## config.mk

```make
export PLATFORM = sky130hd
export DESIGN_NAME = pc_return_stack
export DESIGN_NICKNAME = d
export VERILOG_FILES = /design/src/design/return_stack_store.v /design/src/design/pc_return_stack.v
export VERILOG_INCLUDE_DIRS = /design/src /design/src/design
export SDC_FILE = /design/constraint.sdc
export NUM_CORES = 2
export LEC_CHECK = 0
export BUFFER_PORTS_ARGS = -buffer_cell sky130_fd_sc_hd__buf_4
export CORE_ASPECT_RATIO = 1.25
export CORE_MARGIN = 5
export CORE_UTILIZATION = 45
export CTS_BUF_LIST = sky130_fd_sc_hd__clkbuf_8
export CTS_CLUSTER_SIZE = 10
export DETAILED_ROUTE_END_ITERATION = 10
export PLACE_DENSITY_LB_ADDON = 0.2
export SLEW_MARGIN = 20
export SYNTH_ARGS = -nofsm -noshare
export SYNTH_HDL_FRONTEND = slang
export SYNTH_SLANG_ARGS = --single-unit
```

## constraint.sdc

```tcl
create_clock -name CLK -period 4.45 [get_ports CLK]
set_clock_uncertainty 0.05 [all_clocks]
set_input_delay 0.445 -clock CLK [delete_from_list [all_inputs] [get_ports CLK]]
set_output_delay 0.445 -clock CLK [all_outputs]
set_load 0.01 [all_outputs]
```

## src/design/pc_stack_defines.vh

```
// constants for the program counter and return stack block
`ifndef PC_STACK_DEFINES_VH
`define PC_STACK_DEFINES_VH

// ------------------------------------------------------------
// register byte offsets (haddr[7:0])
// ------------------------------------------------------------
`define OFS_PC_LOW_BYTE      8'h00
`define OFS_PC_HIGH_LATCH    8'h04
`define OFS_PC_UPPER_LATCH   8'h08
`define OFS_STACK_CTL        8'h0c
`define OFS_TOP_ENTRY_LOW    8'h10
`define OFS_TOP_ENTRY_HIGH   8'h14
`define OFS_TOP_ENTRY_UPPER  8'h18

// ------------------------------------------------------------
// stack_pointer_ctl field layout and reset value
// ------------------------------------------------------------
`define FULL_FLAG_BIT        7
`define UNDERFLOW_FLAG_BIT   6
`define LEVEL_MSB            4
`define LEVEL_LSB            0
`define STACK_CTL_RESET      8'h00

// ------------------------------------------------------------
// program counter values
// ------------------------------------------------------------
`define PC_RESET             21'h000000
`define RESET_VECTOR         21'h000000
`define HIGH_PRIO_VECTOR     21'h000008
`define LOW_PRIO_VECTOR      21'h000018
`define PC_STEP              20'h00001

// ------------------------------------------------------------
// stack levels
// ------------------------------------------------------------
`define LEVEL_EMPTY          5'h00
`define LEVEL_BEFORE_FULL    5'h1e
`define LEVEL_TOP            5'h1f
`define LEVEL_STEP           5'h01

// ------------------------------------------------------------
// core operation codes
// ------------------------------------------------------------
`define OP_NONE              4'h0
`define OP_ADVANCE           4'h1
`define OP_JUMP              4'h2
`define OP_CALL              4'h3
`define OP_RETURN            4'h4
`define OP_EXIT_LITERAL      4'h5
`define OP_INTERRUPT_EXIT    4'h6
`define OP_INTERRUPT_ACK     4'h7
`define OP_PUSH              4'h8
`define OP_POP               4'h9

`endif

```

## src/design/return_stack_store.v

```verilog
// flip-flop storage of the 31 return stack entries
`timescale 1ns/100ps
`default_nettype none

module return_stack_store (
    // clock and reset
    input wire clk,
    input wire arst_n,
    // write port
    input wire wr_en,
    input wire [4:0] wr_idx,
    input wire [20:0] wr_data,
    // read port
    input wire [4:0] rd_idx,
    output wire [20:0] rd_data
);

    // ------------------------------------------------------------
    // storage
    // ------------------------------------------------------------
    // level zero has no entry behind it, so the array starts at one
    reg [20:0] entry_q [1:31];
    integer i;

    // write by index; a write at level zero is dropped
    always @(posedge clk or negedge arst_n) begin
        if (!arst_n) begin
            for (i = 1; i < 32; i = i + 1) begin
                entry_q[i] <= 21'h000000;
            end
        end else if (wr_en && (wr_idx != 5'h00)) begin
            entry_q[wr_idx] <= wr_data;
        end
    end

    // level zero reads as zero
    assign rd_data = (rd_idx == 5'h00) ? 21'h000000 : entry_q[rd_idx];

endmodule // return_stack_store

`default_nettype wire

```

## src/design/pc_return_stack.v

```verilog
// program counter, return stack and fast shadow registers of the core
//
// Notes on behaviour
// - program counter is 21 bits held as low, high and upper bytes
// - low byte is software visible; high and upper change only via latches
// - writing the low byte loads both latches into the counter too
// - reading the low byte copies counter high and upper into the latches
// - counter bit 0 stays zero; sequential advance adds two
// - calls, jumps and branches load the counter directly, latches unused
// - call or interrupt pushes, every return pops; pushes and pops leave the latches alone unless a stack error reset clears them
// - 31 entries of 21 bits behind a 5-bit pointer, separate storage
// - push increments pointer first, then writes the counter there
// - pop loads counter from pointed entry, then decrements pointer
// - every reset clears the pointer; level zero has no entry
// - pointer and three top entry registers are software readable and writable
// - 31st push sets full flag; it stays until cleared or power-on
// - with error reset on, 31st push stores counter plus two and resets
// - with error reset off, pointer stays 31 and entry 31 is kept
// - pop on empty stack loads zero, sets underflow, pointer stays zero
// - full or underflow sets its flag, then resets if enabled
// - control register: full bit 7, underflow bit 6, bit 5 zero, level 4:0
// - explicit push increments pointer and stores current counter
// - explicit pop discards top entry by decrementing pointer
// - one-level shadows of status, working and bank select load on vectoring
// - fast return restores the three registers, fast call saves them
// - reset vector zero, high priority 0008h, low priority 0018h
//
// Local design decisions: the AHB-Lite register port and the placing of the registers.
`timescale 1ns/100ps
`default_nettype none
`include "pc_stack_defines.vh"

module pc_return_stack (
    // clock and reset
    input wire CLK,
    input wire ARST_N,
    // ahb-lite slave
    input wire HSEL,
    input wire [31:0] HADDR,
    input wire [1:0] HTRANS,
    input wire HWRITE,
    input wire [2:0] HSIZE,
    input wire [31:0] HWDATA,
    input wire HREADY,
    output wire [31:0] HRDATA,
    output wire HREADYOUT,
    output wire HRESP,
    // operation from the instruction decoder and interrupt logic
    input wire [3:0] CORE_OP,
    input wire CORE_FAST,
    input wire [20:0] CORE_TARGET,
    input wire INT_HIGH,
    // current register values for the shadows
    input wire [7:0] STATUS_IN,
    input wire [7:0] WORKING_REG_IN,
    input wire [7:0] BANK_SELECT_REG_IN,
    // configuration and other device resets
    input wire STACK_ERROR_RESET_ENABLE,
    input wire SYS_RESET,
    // program counter and shadow outputs
    output wire [20:0] PC,
    output wire [7:0] STATUS_SHADOW,
    output wire [7:0] WORKING_REG_SHADOW,
    output wire [7:0] BANK_SELECT_REG_SHADOW,
    output wire RESTORE_STB,
    output wire DEV_RESET_REQ
);

    // ------------------------------------------------------------
    // helpers
    // ------------------------------------------------------------
    // step to the next instruction word; bit 0 is forced low
    function [20:0] pc_plus2;
        input [20:0] p;
        begin
            pc_plus2 = {p[20:1] + `PC_STEP, 1'b0};
        end
    endfunction

    // byte lane replace for the three top entry registers
    function [20:0] merge_byte;
        input [20:0] old;
        input [1:0] lane;
        input [7:0] val;
        begin
            case (lane)
                2'h0: merge_byte = {old[20:8], val};
                2'h1: merge_byte = {old[20:16], val, old[7:0]};
                default: merge_byte = {val[4:0], old[15:0]};
            endcase
        end
    endfunction

    // ------------------------------------------------------------
    // state
    // ------------------------------------------------------------
    reg [20:0] pc_q, pc_d;
    reg [7:0] high_latch_q, high_latch_d;
    reg [4:0] upper_latch_q, upper_latch_d;
    reg [4:0] level_q, level_d;
    reg full_q, full_d;
    reg underflow_q, underflow_d;
    reg err_reset_q;
    reg [7:0] status_sh_q, working_sh_q, bank_sh_q;
    reg dphase_q, ack_q, wr_q;
    reg [7:0] addr_q;
    reg [31:0] hrdata_q, rd_val;

    reg st_wr_en;
    reg [4:0] st_wr_idx;
    reg [20:0] st_wr_data;
    wire [20:0] top_entry;

    reg push_req, pop_req, discard_req, shadow_load;
    reg [20:0] pc_after;
    reg err_hit;

    // ------------------------------------------------------------
    // entry storage
    // ------------------------------------------------------------
    return_stack_store u_store (
        .clk(CLK),
        .arst_n(ARST_N),
        .wr_en(st_wr_en),
        .wr_idx(st_wr_idx),
        .wr_data(st_wr_data),
        .rd_idx(level_q),
        .rd_data(top_entry)
    );

    // ------------------------------------------------------------
    // bus slave
    // ------------------------------------------------------------
    // one wait state or more: the access waits for a cycle with no core
    // op, so a flag set by the core never meets a software clear
    wire addr_take = HSEL & HTRANS[1] & HREADY;
    wire bus_do = dphase_q & ~ack_q & (CORE_OP == `OP_NONE);
    wire bus_wr = bus_do & wr_q;
    wire bus_rd = bus_do & ~wr_q;

    assign HREADYOUT = ~dphase_q | ack_q;
    assign HRESP = 1'b0; // always okay
    assign HRDATA = hrdata_q;

    // address phase capture and data phase progress
    always @(posedge CLK or negedge ARST_N) begin
        if (!ARST_N) begin
            dphase_q <= 1'b0;
            ack_q <= 1'b0;
            wr_q <= 1'b0;
            addr_q <= 8'h00;
        end else if (HREADYOUT) begin
            dphase_q <= addr_take;
            ack_q <= 1'b0;
            // only whole words may write; other sizes are read-like
            wr_q <= HWRITE & (HSIZE == 3'h2);
            addr_q <= HADDR[7:0];
        end else if (bus_do) begin
            ack_q <= 1'b1;
        end
    end

    // read mux; unmapped offsets read zero
    always @* begin
        rd_val = 32'h00000000;
        case (addr_q)
            `OFS_PC_LOW_BYTE: rd_val = {24'h000000, pc_q[7:0]};
            `OFS_PC_HIGH_LATCH: rd_val = {24'h000000, high_latch_q};
            `OFS_PC_UPPER_LATCH: rd_val = {27'h0000000, upper_latch_q};
            `OFS_STACK_CTL: rd_val = {24'h000000, full_q, underflow_q, 1'b0, level_q};
            `OFS_TOP_ENTRY_LOW: rd_val = {24'h000000, top_entry[7:0]};
            `OFS_TOP_ENTRY_HIGH: rd_val = {24'h000000, top_entry[15:8]};
            `OFS_TOP_ENTRY_UPPER: rd_val = {27'h0000000, top_entry[20:16]};
            default: rd_val = 32'h00000000;
        endcase
    end

    // read data is frozen in the wait cycle so it stands until ready
    always @(posedge CLK or negedge ARST_N) begin
        if (!ARST_N) begin
            hrdata_q <= 32'h00000000;
        end else if (bus_rd) begin
            hrdata_q <= rd_val;
        end
    end

    // ------------------------------------------------------------
    // core operation decode
    // ------------------------------------------------------------
    always @* begin
        push_req = 1'b0;
        pop_req = 1'b0;
        discard_req = 1'b0;
        shadow_load = 1'b0;
        pc_after = pc_q;
        case (CORE_OP)
            `OP_ADVANCE: begin
                pc_after = pc_plus2(pc_q);
            end
            `OP_JUMP: begin
                pc_after = {CORE_TARGET[20:1], 1'b0};
            end
            `OP_CALL: begin
                push_req = 1'b1;
                pc_after = {CORE_TARGET[20:1], 1'b0};
                shadow_load = CORE_FAST;
            end
            `OP_RETURN, `OP_EXIT_LITERAL, `OP_INTERRUPT_EXIT: begin
                pop_req = 1'b1;
            end
            `OP_INTERRUPT_ACK: begin
                push_req = 1'b1;
                shadow_load = 1'b1;
                pc_after = INT_HIGH ? `HIGH_PRIO_VECTOR : `LOW_PRIO_VECTOR;
            end
            `OP_PUSH: begin
                push_req = 1'b1;
            end
            `OP_POP: begin
                discard_req = 1'b1;
            end
            default: begin
                pc_after = pc_q;
            end
        endcase
    end

    // restore strobe for the status, working and bank select registers
    assign RESTORE_STB = CORE_FAST & ((CORE_OP == `OP_RETURN) ||
        (CORE_OP == `OP_INTERRUPT_EXIT));

    // ------------------------------------------------------------
    // next state of counter, latches, pointer and flags
    // ------------------------------------------------------------
    // core operations touch the latches only through a stack error reset, which clears them
    always @* begin
        pc_d = pc_q;
        high_latch_d = high_latch_q;
        upper_latch_d = upper_latch_q;
        level_d = level_q;
        full_d = full_q;
        underflow_d = underflow_q;
        st_wr_en = 1'b0;
        st_wr_idx = level_q;
        st_wr_data = pc_q;
        err_hit = 1'b0;
        if (push_req) begin
            pc_d = pc_after;
            if (level_q == `LEVEL_TOP) begin
                // overflow: entry 31 is kept and the pointer stays
                full_d = 1'b1;
                err_hit = STACK_ERROR_RESET_ENABLE;
            end else if (level_q == `LEVEL_BEFORE_FULL) begin
                st_wr_en = 1'b1;
                st_wr_idx = `LEVEL_TOP;
                full_d = 1'b1;
                level_d = `LEVEL_TOP;
                if (STACK_ERROR_RESET_ENABLE) begin
                    st_wr_data = pc_plus2(pc_q);
                    err_hit = 1'b1;
                end
            end else begin
                // increment first, then write the new top
                level_d = level_q + `LEVEL_STEP;
                st_wr_en = 1'b1;
                st_wr_idx = level_q + `LEVEL_STEP;
            end
        end else if (pop_req) begin
            if (level_q == `LEVEL_EMPTY) begin
                pc_d = `RESET_VECTOR;
                underflow_d = 1'b1;
                err_hit = STACK_ERROR_RESET_ENABLE;
            end else begin
                pc_d = {top_entry[20:1], 1'b0};
                level_d = level_q - `LEVEL_STEP;
            end
        end else if (discard_req) begin
            if (level_q == `LEVEL_EMPTY) begin
                underflow_d = 1'b1;
                err_hit = STACK_ERROR_RESET_ENABLE;
            end else begin
                level_d = level_q - `LEVEL_STEP;
            end
        end else begin
            pc_d = pc_after;
        end
        // software access, only in cycles without a core operation
        if (bus_wr) begin
            case (addr_q)
                `OFS_PC_LOW_BYTE: begin
                    pc_d = {upper_latch_q, high_latch_q, HWDATA[7:1], 1'b0};
                end
                `OFS_PC_HIGH_LATCH: begin
                    high_latch_d = HWDATA[7:0];
                end
                `OFS_PC_UPPER_LATCH: begin
                    upper_latch_d = HWDATA[4:0];
                end
                `OFS_STACK_CTL: begin
                    level_d = HWDATA[`LEVEL_MSB:`LEVEL_LSB];
                    full_d = full_q & HWDATA[`FULL_FLAG_BIT];
                    underflow_d = underflow_q & HWDATA[`UNDERFLOW_FLAG_BIT];
                end
                `OFS_TOP_ENTRY_LOW: begin
                    st_wr_en = 1'b1;
                    st_wr_data = merge_byte(top_entry, 2'h0, HWDATA[7:0]);
                end
                `OFS_TOP_ENTRY_HIGH: begin
                    st_wr_en = 1'b1;
                    st_wr_data = merge_byte(top_entry, 2'h1, HWDATA[7:0]);
                end
                `OFS_TOP_ENTRY_UPPER: begin
                    st_wr_en = 1'b1;
                    st_wr_data = merge_byte(top_entry, 2'h2, HWDATA[7:0]);
                end
                default: begin
                    st_wr_en = 1'b0;
                end
            endcase
        end
        if (bus_rd && (addr_q == `OFS_PC_LOW_BYTE)) begin
            high_latch_d = pc_q[15:8];
            upper_latch_d = pc_q[20:16];
        end
        // a device reset clears counter and pointer but keeps both flags
        if (err_hit || SYS_RESET) begin
            pc_d = `RESET_VECTOR;
            level_d = `LEVEL_EMPTY;
            high_latch_d = 8'h00;
            upper_latch_d = 5'h00;
        end
    end

    // ------------------------------------------------------------
    // registers
    // ------------------------------------------------------------
    // power-on reset is the only one that clears the flags
    always @(posedge CLK or negedge ARST_N) begin
        if (!ARST_N) begin
            pc_q <= `PC_RESET;
            high_latch_q <= 8'h00;
            upper_latch_q <= 5'h00;
            level_q <= `LEVEL_EMPTY;
            full_q <= 1'b0;
            underflow_q <= 1'b0;
            err_reset_q <= 1'b0;
        end else begin
            pc_q <= pc_d;
            high_latch_q <= high_latch_d;
            upper_latch_q <= upper_latch_d;
            level_q <= level_d;
            full_q <= full_d;
            underflow_q <= underflow_d;
            err_reset_q <= err_hit;
        end
    end

    // one-level shadows, loaded on vectoring or a fast call
    always @(posedge CLK or negedge ARST_N) begin
        if (!ARST_N) begin
            status_sh_q <= 8'h00;
            working_sh_q <= 8'h00;
            bank_sh_q <= 8'h00;
        end else if (shadow_load) begin
            status_sh_q <= STATUS_IN;
            working_sh_q <= WORKING_REG_IN;
            bank_sh_q <= BANK_SELECT_REG_IN;
        end
    end

    // ------------------------------------------------------------
    // outputs
    // ------------------------------------------------------------
    assign PC = pc_q;
    assign STATUS_SHADOW = status_sh_q;
    assign WORKING_REG_SHADOW = working_sh_q;
    assign BANK_SELECT_REG_SHADOW = bank_sh_q;
    assign DEV_RESET_REQ = err_reset_q;

endmodule // pc_return_stack

`default_nettype wire

```

==> results by group <==
Clocking
  – Worst-case clock buffer depth: 3
  – CTS tree: yes
  – Post-CTS setup buffers: 0
  – H-tree levels: 3
  – Cts bufs inserted: between 100 and 150
  – Clock Tree Root: clkbuf_8
  – Clk slew on worst S/H paths: about 0.060 ns
  – Skew-Pair Late Insertion Delay: 0.77 ns
  – CTS sink cnt: between 700 and 800

Yosys
  – Yosys cell types: 88
  – FFs w/ async S/R, synth: 100%
  – Ys flop type: dfrtp_1
  – Most frequent cell after synthesis: dfrtp_1
  – Area leader, netlist: dfrtp_1
  – Mean Syn Cell Area: 9.73 um2
  – EDFF count, synth: 0
  – Yosys warning total: 0
  – Area contributors post-synth: dfrtp_1 52%, o21ai_0 7.2%, nand2_1 6.7%
  – Cell Area, Synth: around 0.035 mm2
  – Synth top area share: a little over half
  – Yosys reg bits: approximately 740
  – Synth top cells by count: 736 x dfrtp_1, 626 x nand2_1, 506 x o21ai_0
  – Synth Instances: 3,621
  – Sequential area share after synthesis: 52.3%

Detailed routing
  – DRT antenna net count: 0
  – 1st-iter DRT viols: 2,382
  – Final wirelength: around 120,000 um
  – DRC viols: 0
  – Via density: between 5 and 6
  – Via count: between 20,000 and 30,000
  – Routed len/inst: roughly 24 um
  – TritonRoute pass-1 iters: 6

Critical path
  – Arrival time of the worst setup path: around 4.9 ns
  – CP max stage delay: between 0.8 and 0.9 ns
  – FF-to-FF End: u_store.entry_q[583]$_DFFE_PN0P_
  – FF-to-FF path depth: 10
  – Worst Path Required: 4.99 ns
  – Crit Path Class: register to register
  – Worst path cell trace: buf_4 -> buf_4 -> mux2i_1 -> o22ai_1 -> o21ai_0 -> o31ai_1 -> nor2_1 -> o21a_1 -> buf_4 -> o21ai_0
  – R2r startpoint: level_q[1]$_DFF_PN0_
  – Worst path slowest cell: dfrtp_4
  – Type of origin of the critical path: register
  – Crit path from: level_q[1]$_DFF_PN0_
  – CP max FO: 31
  – Reg2Reg Setup Slack: 0.13 ns
  – CP endpoint kind: register
  – Most used cell, CP: buf_4

Timing
  – Slew Limit Fails: 0
  – Final worst path period share: between 90% and 100%
  – Worst-Margin Slew: 1.19 ns
  – Final setup vio count: 0
  – Max Clk Rate: 232 MHz
  – Setup TNS Final: 0 ns
  – PnR worst setup slack: approximately 0.13 ns
  – Final Critical Period: 4.32 ns
  – RSZ-0062 raised after global routing: no
  – Rel. slew slack: 20.3%
  – Fin. Hold Viols: 0

Hold path
  – Sink of the worst hold path: PC[19]$_DFF_PN0_
  – Hold_sp: SYS_RESET
  – Worst Hold Class: primary input to register
  – Hold path cells: 4

Place
  – Dpl hpwl: just under 80,000 um
  – IO Port Bufs: roughly 130
  – Pre-CTS WS: around 0.34 ns
  – Routability Congestion: 1.00

GRT
  – First-pass GRT wire length: approximately 180,000 um
  – Number of global-route vias before repair: around 28,000
  – Largest net degree at the start of global routing: ~100
  – Initial antenna violation count: 5
  – All-Layer GR Usage: 27.7%
  – Grt ovf: 0

Die
  – Die area: roughly 0.084 mm2
  – Die height: roughly 320 um
  – Core ar.: ~0.077 mm2
  – Num rows: ~110
  – Chip Width: ~260 um
  – Top-Level Pins: ~210
  – Initial Util: between 40% and 50%

Run status
  – Status: finished, final reports clean

Power and ir drop
  – Internal power: ~11,000 uW
  – Combinational power share: 15.2%
  – Switching Share: 28.4%
  – Static Leak: approximately 0.017 uW
  – Power Density: 387 mW/mm2
  – Clock power share: about two fifths
  – Sequential Power Share: 46.6%
  – Max VDD drop: 0.257 mV
  – Psw: roughly 4500 uW

Layout
  – Share of cells above drive strength 1: around 16%
  – Layout area overhead: 15.2%
  – Final #Nets: between 3,000 and 4,000

Job
  – Max_cap viols: 0
[critical path, delay by kind of cell (launching register included)]
family / cells / cell delay, ns
DFF: 1 / 0.81
and+or+nand+nor: 1 / 0.62
AOI/OAI and AO/OA: 5 / 1.33
buffers and inverters: 3 / 1.01
muxes: 1 / 0.28
[cells by family (layout without fill, tap and decap cells)]
kind of cell	after synthesis	in the layout	share of synthesized area (%)
other	1	28	0.0106
AND/OR/NAND/NOR	1122	1122	14.0
AO/OA/AOI/OAI	1062	1062	17.5
buffers and inverters	364	572	4.92
flip-flops	736	736	52.3
multiplexers	309	309	10.7
XOR/XNOR	23	23	0.572
adder cells (fa/ha/maj)	4	4	0.142
[per-layer routing]
layer	GRT usage, %	wire length (um)
met1	34.9	47100
met2	44.3	54800
met3	5.31	7340
met4	16.7	8150
met5	0	0
[timing repair]
| action | in CTS | in global routing |
|---|---|---|
| hold endpoints to repair | 139 | 0 |
| gates resized for setup | 0 | 1 |
| hold buffers | 47 | 0 |
| setup endpoints to repair | 0 | 1 |
[final cells by class]
cell class	instances	area, um2
Fill cell	7129	36900
Sequential cell	736	18400
Multi-Input combinational cell	2545	15300
Timing Repair Buffer	345	2990
Clock buffer	150	2060
Tap cell	1044	1310
Clock inverter	61	379
Inverter	16	60.1
Antenna cell	3	7.51
[per-stage QoR]
| step | cell area (um2) | cells | power, uW | utilization, % | hold slack, ns |
|---|---|---|---|---|---|
| final | 40600 | 4900 | 15700 | 52.4 | 0.0746 |
| after global routing | 40600 | 4898 | 16300 | 52.4 | 0.0703 |
| after CTS | 40600 | 4897 | 15800 | 52.4 | 0.0146 |
| after detailed placement | 37700 | 4639 | 9750 | 48.6 | 0.416 |
| after global placement | 37700 | 4639 | 9720 | 48.6 | 0.407 |
| after floorplan | 35300 | 3645 | 8770 | - | 0.0994 |
[worst max path at each step]
stage	endpoint	slack (ns)	cells after the start
after floorplan	u_store.entry_q[419]$_DFFE_PN0P_	1.17	14
after global placement	u_store.entry_q[374]$_DFFE_PN0P_	0.32	9
after detailed placement	u_store.entry_q[374]$_DFFE_PN0P_	0.34	9
after CTS	u_store.entry_q[374]$_DFFE_PN0P_	0.30	9
after global routing	u_store.entry_q[361]$_DFFE_PN0P_	0.1	8
final	u_store.entry_q[583]$_DFFE_PN0P_	0.13	10
[power by group through the flow]
stage,clock network [uW],logic (uW),registers [uW]
CTS,6140,2360,7310
global placement,0,2310,7410
floorplan,0,1420,7350
detailed placement,0,2320,7430
finish,6010,2380,7310
global route,6440,2560,7350
[flip-flops by register name, indices dropped and copies added (netlist names), 8 cells and up]
name / flops
BANK_SELECT_REG_SHADOW: 8
HRDATA: 8
PC: 21
STATUS_SHADOW: 8
WORKING_REG_SHADOW: 8
addr_q: 8
high_latch_q: 8
u_store.entry_q: 651
[layout by cell type (no fill, tap or decap), types with 14 or more instances in the layout]
master and instances:
a21oi_2 22, a22oi_1 103, inv_1 57, nand4_1 21, a221oi_1 26, conb_1 25, nor4_1 15, a31oi_1 14
mux2i_1 214, a21oi_1 201, dfrtp_1 733, nor2_1 231, o21ai_1 50, nor3_1 36, nand3_1 67, mux4_2 48
o31ai_1 16, and3_1 23, o21ai_0 506, clkbuf_8 150, dlygate4sd3_1 47, buf_12 22, mux2_2 47, nand2_1 626
or3_1 19, buf_4 275, a211oi_1 14, o22ai_1 24
Power figures use the tool's default switching activity.
